**config.mk**
```make
export PLATFORM = sky130hd
export DESIGN_NAME = sync_serial_transmitter
export DESIGN_NICKNAME = d
export VERILOG_FILES = /design/src/common/sst_pkg.sv /design/src/hw/sync_serial_transmitter.sv
export SDC_FILE = /design/constraint.sdc
export NUM_CORES = 1
export LEC_CHECK = 0
export BUFFER_PORTS_ARGS = -buffer_cell sky130_fd_sc_hd__buf_4
export CORE_AREA = 5 5 146 148
export CTS_BUF_LIST = sky130_fd_sc_hd__clkbuf_8
export CTS_CLUSTER_SIZE = 10
export DETAILED_ROUTE_END_ITERATION = 10
export DIE_AREA = 0 0 151 153
export REMOVE_ABC_BUFFERS = 1
export SETUP_SLACK_MARGIN = 0.02
export SLEW_MARGIN = 30
export SYNTH_ARGS = -nofsm -noshare
export SYNTH_HDL_FRONTEND = slang
export SYNTH_SLANG_ARGS = --single-unit
```
**constraint.sdc**
```tcl
create_clock -name clk -period 5.5 [get_ports clk]
set_input_delay 1.1 -clock clk [delete_from_list [all_inputs] [get_ports clk]]
set_output_delay 1.1 -clock clk [all_outputs]
set_load 0.02 [all_outputs]
```
**src/common/sst_pkg.sv**
```systemverilog
package sst_pkg;

  // Default word width and FIFO depth.
  localparam int          DEF_WORD_W     = 16;
  localparam int          DEF_FIFO_DEPTH = 4;

  // Register byte offsets.
  localparam logic [7:0]  ADDR_CTRL      = 8'h00;
  localparam logic [7:0]  ADDR_DATA      = 8'h04;
  localparam logic [7:0]  ADDR_STATUS    = 8'h08;
  localparam logic [7:0]  ADDR_MASK      = 8'h0c;

  // Control register fields.
  localparam int          CTRL_FRAMING   = 0;
  localparam int          CTRL_SYNC_SRC  = 1;
  localparam int          CTRL_CLK_SRC   = 2;
  localparam int          CTRL_TRANSMITTER_RESET_N_N    = 3;
  localparam int          CTRL_W         = 4;
  localparam logic [3:0]  CTRL_RESET     = 4'h0;

  // Status and mask fields; events are sticky and cleared by writing one.
  localparam int          EVT_EMPTY      = 0;
  localparam int          EVT_DROP       = 1;
  localparam int          EVT_W          = 2;
  localparam logic [1:0]  EVT_RESET      = 2'h0;
  localparam int          STAT_COUNT_LSB = 4;
  localparam int          STAT_BUSY      = 8;

  // Engine states.
  typedef enum logic [1:0] {ST_IDLE, ST_SYNC, ST_ARMED, ST_SHIFT} tx_state_t;

endpackage

```
**src/hw/sync_serial_transmitter.sv**
```systemverilog
// The APB interface to the registers and the placing of the registers are this design's own decisions.
`timescale 1ns/100ps
module sync_serial_transmitter
  import sst_pkg::*;
#(
  parameter int WORD_W     = DEF_WORD_W,
  parameter int FIFO_DEPTH = DEF_FIFO_DEPTH
)
(
  // System clock and reset.
  input  wire logic        clk,
  input  wire logic        reset_n,
  // APB slave.
  input  wire logic [7:0]  paddr,
  input  wire logic        psel,
  input  wire logic        penable,
  input  wire logic        pwrite,
  input  wire logic [31:0] pwdata,
  output logic      [31:0] prdata,
  output logic             pready,
  output logic             pslverr,
  // Serial pins.
  input  wire logic        transmit_bit_clock_in,
  output logic             transmit_bit_clock_out,
  output logic             transmit_bit_clock_oe,
  input  wire logic        transmit_frame_sync_in,
  output logic             transmit_frame_sync_out,
  output logic             transmit_frame_sync_oe,
  output logic             transmit_data_out,
  // Interrupt.
  output logic             transmit_interrupt
);

  localparam int PTR_W = $clog2(FIFO_DEPTH);
  localparam int CNT_W = $clog2(FIFO_DEPTH + 1);
  localparam int BIT_W = $clog2(WORD_W);
  localparam logic [BIT_W-1:0] BIT_LAST = BIT_W'(WORD_W - 1);
  localparam logic [CNT_W-1:0] CNT_FULL = CNT_W'(FIFO_DEPTH);

  // Depth must be a power of two for wrapping pointers; words fit the data bus.
  if (FIFO_DEPTH < 2 || (FIFO_DEPTH & (FIFO_DEPTH - 1)) != 0 || WORD_W < 2 || WORD_W > 32)
  begin : g_check
    $error("sync_serial_transmitter: unsupported WORD_W or FIFO_DEPTH");
  end

  logic [CTRL_W-1:0]  ctrl_q, ctrl_d;
  logic [EVT_W-1:0]   stat_q, stat_d, mask_q, mask_d;
  logic [31:0]        rdata_q, rdata_d;
  logic               burst_q, burst_d;
  logic [2:0]         bclk_s_q, fs_s_q;
  logic               bclk_int_q;
  logic [WORD_W-1:0]  mem_q [FIFO_DEPTH];
  logic [WORD_W-1:0]  mem_d [FIFO_DEPTH];
  logic [PTR_W-1:0]   wr_q, wr_d, rd_q, rd_d;
  logic [CNT_W-1:0]   count_q, count_d;
  tx_state_t          state_q, state_d;
  logic [WORD_W-1:0]  sr_q, sr_d, word_q, word_d;
  logic [BIT_W-1:0]   bit_q, bit_d;
  logic               dout_q, dout_d, fs_q, fs_d;
  logic               transmitter_reset_n_n, int_sync, int_clk, rise_en, fall_en, fs_seen;
  logic               apb_wr, mapped, push, pop, do_load, do_shift;
  logic               fifo_empty, fifo_full;
  logic [WORD_W-1:0]  head;

  assign transmitter_reset_n_n     = ctrl_q[CTRL_TRANSMITTER_RESET_N_N];
  assign int_sync   = ctrl_q[CTRL_SYNC_SRC];
  assign int_clk    = ctrl_q[CTRL_CLK_SRC];
  assign fifo_empty = (count_q == '0);
  assign fifo_full  = (count_q == CNT_FULL);
  assign head       = mem_q[rd_q];

  // Bit-clock edges: the internal clock toggles every system clock, the pin is synchronised first.
  assign rise_en = int_clk ? !bclk_int_q : (bclk_s_q[1] && !bclk_s_q[2]);
  assign fall_en = int_clk ? bclk_int_q : (!bclk_s_q[1] && bclk_s_q[2]);
  assign fs_seen = fs_s_q[1];

  // Pins; clock and sync are driven only when made inside.
  assign transmit_bit_clock_out  = bclk_int_q;
  assign transmit_bit_clock_oe   = int_clk;
  assign transmit_frame_sync_out = fs_q;
  assign transmit_frame_sync_oe  = int_sync;
  assign transmit_data_out       = dout_q;
  assign transmit_interrupt      = |(stat_q & mask_q);

  // APB decode; the slave never inserts wait states.
  assign apb_wr  = psel && penable && pwrite;
  assign mapped  = (paddr == ADDR_CTRL) || (paddr == ADDR_DATA) || (paddr == ADDR_STATUS)
                   || (paddr == ADDR_MASK);
  assign pready  = 1'b1;
  assign pslverr = psel && penable && !mapped;
  assign prdata  = rdata_q;

  // Register file next values; read data is captured in the setup cycle.
  always_comb
  begin
    ctrl_d  = ctrl_q;
    mask_d  = mask_q;
    rdata_d = rdata_q;
    if (apb_wr && paddr == ADDR_CTRL)
      ctrl_d = pwdata[CTRL_W-1:0];
    if (apb_wr && paddr == ADDR_MASK)
      mask_d = pwdata[EVT_W-1:0];
    if (psel && !penable)
    begin
      rdata_d = 32'h0000_0000;
      if (paddr == ADDR_CTRL)
        rdata_d[CTRL_W-1:0] = ctrl_q;
      else if (paddr == ADDR_STATUS)
      begin
        rdata_d[EVT_W-1:0] = stat_q;
        rdata_d[STAT_COUNT_LSB +: CNT_W] = count_q;
        rdata_d[STAT_BUSY] = (state_q != ST_IDLE);
      end
      else if (paddr == ADDR_MASK)
        rdata_d[EVT_W-1:0] = mask_q;
    end
    // The framing mode follows the control bit only while the transmitter is held in reset.
    burst_d = transmitter_reset_n_n ? burst_q : ctrl_q[CTRL_FRAMING];
    // Events set their sticky bits; a set in the cycle of a clear wins.
    stat_d = stat_q;
    if (apb_wr && paddr == ADDR_STATUS)
      stat_d = stat_q & ~pwdata[EVT_W-1:0];
    if (pop && count_d == '0)
      stat_d[EVT_EMPTY] = 1'b1;
    if (apb_wr && paddr == ADDR_DATA && fifo_full)
      stat_d[EVT_DROP] = 1'b1;
  end

  always_ff @(posedge clk or negedge reset_n)
  begin
    if (!reset_n)
    begin
      ctrl_q  <= CTRL_RESET;
      mask_q  <= EVT_RESET;
      stat_q  <= EVT_RESET;
      rdata_q <= 32'h0000_0000;
      burst_q <= 1'b0;
    end
    else
    begin
      ctrl_q  <= ctrl_d;
      mask_q  <= mask_d;
      stat_q  <= stat_d;
      rdata_q <= rdata_d;
      burst_q <= burst_d;
    end
  end

  // Pin synchronisers and the internal half-rate bit clock; stage 0 feeds only stage 1.
  always_ff @(posedge clk or negedge reset_n)
  begin
    if (!reset_n)
    begin
      bclk_s_q   <= 3'h0;
      fs_s_q     <= 3'h0;
      bclk_int_q <= 1'b0;
    end
    else
    begin
      bclk_s_q   <= {bclk_s_q[1:0], transmit_bit_clock_in};
      fs_s_q     <= {fs_s_q[1:0], transmit_frame_sync_in};
      bclk_int_q <= !bclk_int_q;
    end
  end

  // FIFO next values; a full FIFO discards the write and the transmitter reset flushes it.
  always_comb
  begin
    mem_d   = mem_q;
    wr_d    = wr_q;
    rd_d    = rd_q;
    push    = apb_wr && paddr == ADDR_DATA && !fifo_full && transmitter_reset_n_n;
    count_d = count_q + CNT_W'(push) - CNT_W'(pop);
    if (push)
    begin
      mem_d[wr_q] = pwdata[WORD_W-1:0];
      wr_d        = wr_q + 1'b1;
    end
    if (pop)
      rd_d = rd_q + 1'b1;
    if (!transmitter_reset_n_n)
    begin
      wr_d    = '0;
      rd_d    = '0;
      count_d = '0;
    end
  end

  always_ff @(posedge clk or negedge reset_n)
  begin
    if (!reset_n)
    begin
      mem_q   <= '{default: '0};
      wr_q    <= '0;
      rd_q    <= '0;
      count_q <= '0;
    end
    else
    begin
      mem_q   <= mem_d;
      wr_q    <= wr_d;
      rd_q    <= rd_d;
      count_q <= count_d;
    end
  end

  // Transmit engine next values; all moves but the transmitter reset's return to ST_IDLE happen on bit-clock edge enables.
  always_comb
  begin
    state_d  = state_q;
    sr_d     = sr_q;
    word_d   = word_q;
    bit_d    = bit_q;
    dout_d   = dout_q;
    fs_d     = fs_q;
    do_load  = 1'b0;
    do_shift = 1'b0;
    if (!int_sync && fall_en && fs_seen)
    begin
      // A sync, even mid-word, arms the next word, or the last one again if none is queued.
      state_d = ST_ARMED;
      if (!fifo_empty)
      begin
        sr_d   = head;
        word_d = head;
      end
      else
        sr_d = word_q;
    end
    else if (rise_en)
    begin
      unique case (state_q)
        ST_IDLE:
          if (int_sync && !fifo_empty)
          begin
            fs_d    = 1'b1;
            state_d = ST_SYNC;
          end
        ST_SYNC:
          do_load = 1'b1;
        ST_ARMED:
        begin
          do_shift = 1'b1;
          bit_d    = BIT_LAST;
          state_d  = ST_SHIFT;
        end
        ST_SHIFT:
          if (bit_q != '0)
          begin
            do_shift = 1'b1;
            bit_d    = bit_q - 1'b1;
            // Burst internal sync: the next pulse rides alongside the last bit.
            if (bit_q == BIT_W'(1) && burst_q && int_sync && !fifo_empty)
              fs_d = 1'b1;
          end
          else if (!burst_q && !fifo_empty)
            do_load = 1'b1;
          else if (burst_q && int_sync && fs_q)
            do_load = 1'b1;
          else
            state_d = ST_IDLE;
      endcase
    end
    if (do_shift)
    begin
      dout_d = sr_q[WORD_W-1];
      sr_d   = {sr_q[WORD_W-2:0], 1'b0};
    end
    if (do_load)
    begin
      word_d  = head;
      dout_d  = head[WORD_W-1];
      sr_d    = {head[WORD_W-2:0], 1'b0};
      bit_d   = BIT_LAST;
      fs_d    = 1'b0;
      state_d = ST_SHIFT;
    end
    pop = (do_load || (state_d == ST_ARMED && state_q != ST_ARMED && !fifo_empty)
           || (state_q == ST_ARMED && state_d == ST_ARMED && !int_sync && fall_en && !fifo_empty));
    if (!transmitter_reset_n_n)
    begin
      state_d = ST_IDLE;
      fs_d    = 1'b0;
      pop     = 1'b0;
    end
  end

  always_ff @(posedge clk or negedge reset_n)
  begin
    if (!reset_n)
    begin
      state_q <= ST_IDLE;
      sr_q    <= '0;
      word_q  <= '0;
      bit_q   <= '0;
      dout_q  <= 1'b0;
      fs_q    <= 1'b0;
    end
    else
    begin
      state_q <= state_d;
      sr_q    <= sr_d;
      word_q  <= word_d;
      bit_q   <= bit_d;
      dout_q  <= dout_d;
      fs_q    <= fs_d;
    end
  end
endmodule

```
==> impl_metrics.sql <==
INSERT INTO impl_metrics (metric_group, metric, value, unit) VALUES
('setup_path', 'critPathRequiredTime', '5820', 'ps'),
('yosys', 'synthesis.area', '6795', 'um^2'),
('final_layout', 'most_frequent_standard_cell_in_the_layout_excluding_fill_and_tap_cells', 'sky130_fd_sc_hd__dfrtp_1', ''),
('yosys', 'synthesis.instances', '541', ''),
('timing', 'setup_repair_after_global_routing_missed_its_margin', 'false', ''),
('power_and_ir_drop', 'largest_vdd_supply_drop', '0.1146', 'mV'),
('global_route', 'globalRouteTotalUtil', '12.66', '%'),
('timing', 'tightest_pin_transition', '945.7', 'ps'),
('setup_path', 'setup.worst_path.class', 'in2reg', ''),
('run_status', 'status', 'finished clean', ''),
('clock_network', 'insertion_delay', '440', 'ps'),
('clock_network', 'cts_made_buffers', '17', ''),
('floorplanning', 'core', '19910', 'um^2'),
('timing', 'clock.fmax', '247.2', 'MHz'),
('final_layout', 'instances_no_fill', '859', ''),
('clock_network', 'clockBufferDepth', '2', ''),
('detailed_routing', 'ant_nets', '0', ''),
('timing', 'period_share', '73.54', '%'),
('final_layout', 'drive_gt1_share', '33.11', '%'),
('place', 'dp_hpwl', '9226', 'um'),
('setup_path', 'worstSetupStartpointType', 'input pin', ''),
('floorplanning', 'chipHeight', '153', 'um'),
('yosys', 'netlist-cell-type-count', '58', ''),
('detailed_routing', 'avgViaCountPerCell', '4.905', ''),
('final_layout', 'final_core_util', '38.00', '%'),
('floorplanning', 'start_util', '34.13', '%'),
('yosys', 'yosysTopAreaCell', 'sky130_fd_sc_hd__dfrtp_1', ''),
('clock_network', 'worst_setup_hold_path_clk_slew', '70', 'ps'),
('final_layout', 'num_antenna_cells', '0', ''),
('clock_network', 'clock_root_buffer', 'sky130_fd_sc_hd__clkbuf_8', ''),
('place', 'dp_worst_setup_slack', '1017', 'ps'),
('global_route', 'grt_pass1_wl', '23360', 'um'),
('floorplanning', 'die_width', '151', 'um'),
('setup_path', 'critical_path.endpoint_type', 'register', ''),
('global_route', 'via_count_of_the_first_global_routing_pass', '4428', ''),
('clock_network', 'cts_tree', 'yes', ''),
('final_layout', 'final_net_count', '635', ''),
('setup_path', 'critPathArrivalTime', '4370', 'ps'),
('detailed_routing', 'routed-via-count', '4213', ''),
('final_layout', 'commonest_cells_after_routing_fill_and_taps_aside', 'sky130_fd_sc_hd__dfrtp_1, sky130_fd_sc_hd__nand2_1, sky130_fd_sc_hd__mux2_2, sky130_fd_sc_hd__buf_4, sky130_fd_sc_hd__mux2_4', ''),
('yosys', 'dominantRegCellSynth', 'sky130_fd_sc_hd__dfrtp_1', ''),
('clock_network', 'clk_sink_count', '134', ''),
('min_path', 'hold_path.class', 'reg2reg', ''),
('global_route', 'antenna_violations_before_repair', '0', ''),
('timing', 'worst_clock_skew', '10.83', 'ps'),
('yosys', 'synth_seq_cells', '134', ''),
('detailed_routing', 'drt_iter0_drc', '240', ''),
('place', 'dpl.cell_count', '829', ''),
('clock_network', 'setup_fix_bufs_post_cts', '0', ''),
('place', 'place.gp.congestion', '0.7458', ''),
('detailed_routing', 'drt-total-wl', '13830', 'um'),
('yosys', 'seq_area_frac_synth', '49.35', '%'),
('yosys', 'synth_edf_count', '0', ''),
('setup_path', 'critical_path.max_fanout', '8', ''),
('timing', 'timing.final.setup_violations', '0', ''),
('run', 'max_cap_viol_count', '0', ''),
('timing', 'layout_min_cycle_time', '4045', 'ps'),
('timing', 'final_hold_viol_count', '0', ''),
('final_layout', 'filler_cells_inserted', '1924', ''),
('yosys', 'synth_top_area_share', '49.35', '%'),
('final_layout', 'area_growth', '11.34', '%'),
('clock_network', 'post_cts_resized', '0', ''),
('yosys', 'post_synthesis_async_set_or_reset_flop_share', '100.0', '%'),
('clock_network', 'cts_htree_levels', '4', ''),
('floorplanning', 'design.die.area', '23100', 'um^2'),
('global_route', 'pin_count_of_the_biggest_net_entering_global_routing', '93', ''),
('power_and_ir_drop', 'total_leakage_power', '3.630', 'nW'),
('timing', 'post-route-worst-setup-slack', '1455', 'ps'),
('global_route', 'globalRouteOverflowTotal', '0', ''),
('place', 'io_buffer_count', '45', ''),
('yosys', 'synth_area_leaders', 'sky130_fd_sc_hd__dfrtp_1, sky130_fd_sc_hd__mux2_4, sky130_fd_sc_hd__mux2_2', '');
state kept, by name, summed over array words and instances, names as in the netlist, 3 cells and up:
name and flops:
sr_q 16, count_q 3, bclk_s_q 3, prdata 8, word_q 16, bit_q 4
mem_q 64, ctrl_q 4
cell type report:
cell class / instances / area [um^2] / area share [%]
Sequential cell: 134 / 3354 / 44.34
Clock buffer: 18 / 247.7 / 3.274
Timing Repair Buffer: 49 / 371.6 / 4.912
Multi-Input combinational cell: 364 / 3094 / 40.90
Tap cell: 270 / 337.8 / 4.465
Inverter: 12 / 45.04 / 0.5953
Clock inverter: 12 / 115.1 / 1.521
per-stage QoR:
step | cell area, um^2 | power, mW | hold slack (ps)
floorplan | 6492 | 1.084 | 331.2
global placement | 7202 | 1.137 | 341.3
detailed placement | 7203 | 1.142 | 335.6
CTS | 7566 | 1.915 | 342.3
global route | 7566 | 1.971 | 347.8
finish | 7566 | 1.885 | 339.2
report_power, final:
group	switching (mW)	internal [mW]	total, mW
registers	0.0142	1.01	1.02
logic	0.0661	0.0335	0.0996
clock network	0.362	0.401	0.763
final timing paths:
check                           start  cells after the start  slack [ps]   endpoint
setup / recovery             paddr[1]                     14        1460  stat_q[0]
hold / removal              fs_s_q[0]                      0         340  fs_s_q[1]
setup reg to reg           count_q[1]                     14        1680  stat_q[0]
hold reg to reg             fs_s_q[0]                      0         340  fs_s_q[1]
max in group asynchronous     reset_n                      2        3660    rd_q[0]
min in group asynchronous     reset_n                      1         720  mem_q[43]
cells in the mapped netlist, types with 2 or more instances:
library cell and n:
sky130_fd_sc_hd__o21a_1 5, sky130_fd_sc_hd__a41oi_1 2, sky130_fd_sc_hd__nor3_1 5, sky130_fd_sc_hd__xnor2_1 3, sky130_fd_sc_hd__dfrtp_1 134, sky130_fd_sc_hd__nand2_8 4
sky130_fd_sc_hd__a22o_1 5, sky130_fd_sc_hd__buf_4 26, sky130_fd_sc_hd__o21ai_0 4, sky130_fd_sc_hd__mux2_2 48, sky130_fd_sc_hd__a21oi_1 5, sky130_fd_sc_hd__nor2_1 26
sky130_fd_sc_hd__ha_1 9, sky130_fd_sc_hd__a21boi_0 2, sky130_fd_sc_hd__clkbuf_1 17, sky130_fd_sc_hd__conb_1 2, sky130_fd_sc_hd__and2_1 6, sky130_fd_sc_hd__a32o_1 3
sky130_fd_sc_hd__o211ai_1 18, sky130_fd_sc_hd__o22ai_1 3, sky130_fd_sc_hd__buf_12 5, sky130_fd_sc_hd__nand2b_1 2, sky130_fd_sc_hd__mux2_4 40, sky130_fd_sc_hd__mux4_2 16
sky130_fd_sc_hd__nand3b_1 2, sky130_fd_sc_hd__nand3_1 19, sky130_fd_sc_hd__nand2_1 62, sky130_fd_sc_hd__mux2i_1 4, sky130_fd_sc_hd__a31oi_1 17, sky130_fd_sc_hd__inv_1 12
sky130_fd_sc_hd__buf_2 6, sky130_fd_sc_hd__nor2b_1 3
logic make-up after synthesis:
family,synth area share (%)
fa+ha+maj,1.952
compound gates,7.844
buf+inv,6.389
simple gates,11.29
mux,22.68
xor+xnor,0.3867
other cells,0.1105
flops,49.35
layer usage:
metal  share of wire, %  routed length, um  track usage [%]  vias up
met5                  0                  0                0        -
met4                1.6                224            4.404        0
met2                 49               6794            20.33       93
li1                   -                  -                -     1955
met3                4.0                560            3.287       22
met1                 45               6255            16.57     2143
worst max-delay path, cell delays in order:
cell                      delay (ps)
sky130_fd_sc_hd__buf_4           110
sky130_fd_sc_hd__or4_4           540
sky130_fd_sc_hd__nor4_4          430
sky130_fd_sc_hd__and3_4          430
sky130_fd_sc_hd__inv_1            80
sky130_fd_sc_hd__ha_1            280
sky130_fd_sc_hd__inv_1            40
sky130_fd_sc_hd__ha_1            180
sky130_fd_sc_hd__fa_1            380
sky130_fd_sc_hd__xnor2_1         210
sky130_fd_sc_hd__xnor2_1         140
sky130_fd_sc_hd__and2_1          170
sky130_fd_sc_hd__nor3_1           50
sky130_fd_sc_hd__a32o_1          250
No activity file was read; power rests on OpenSTA's default activity.
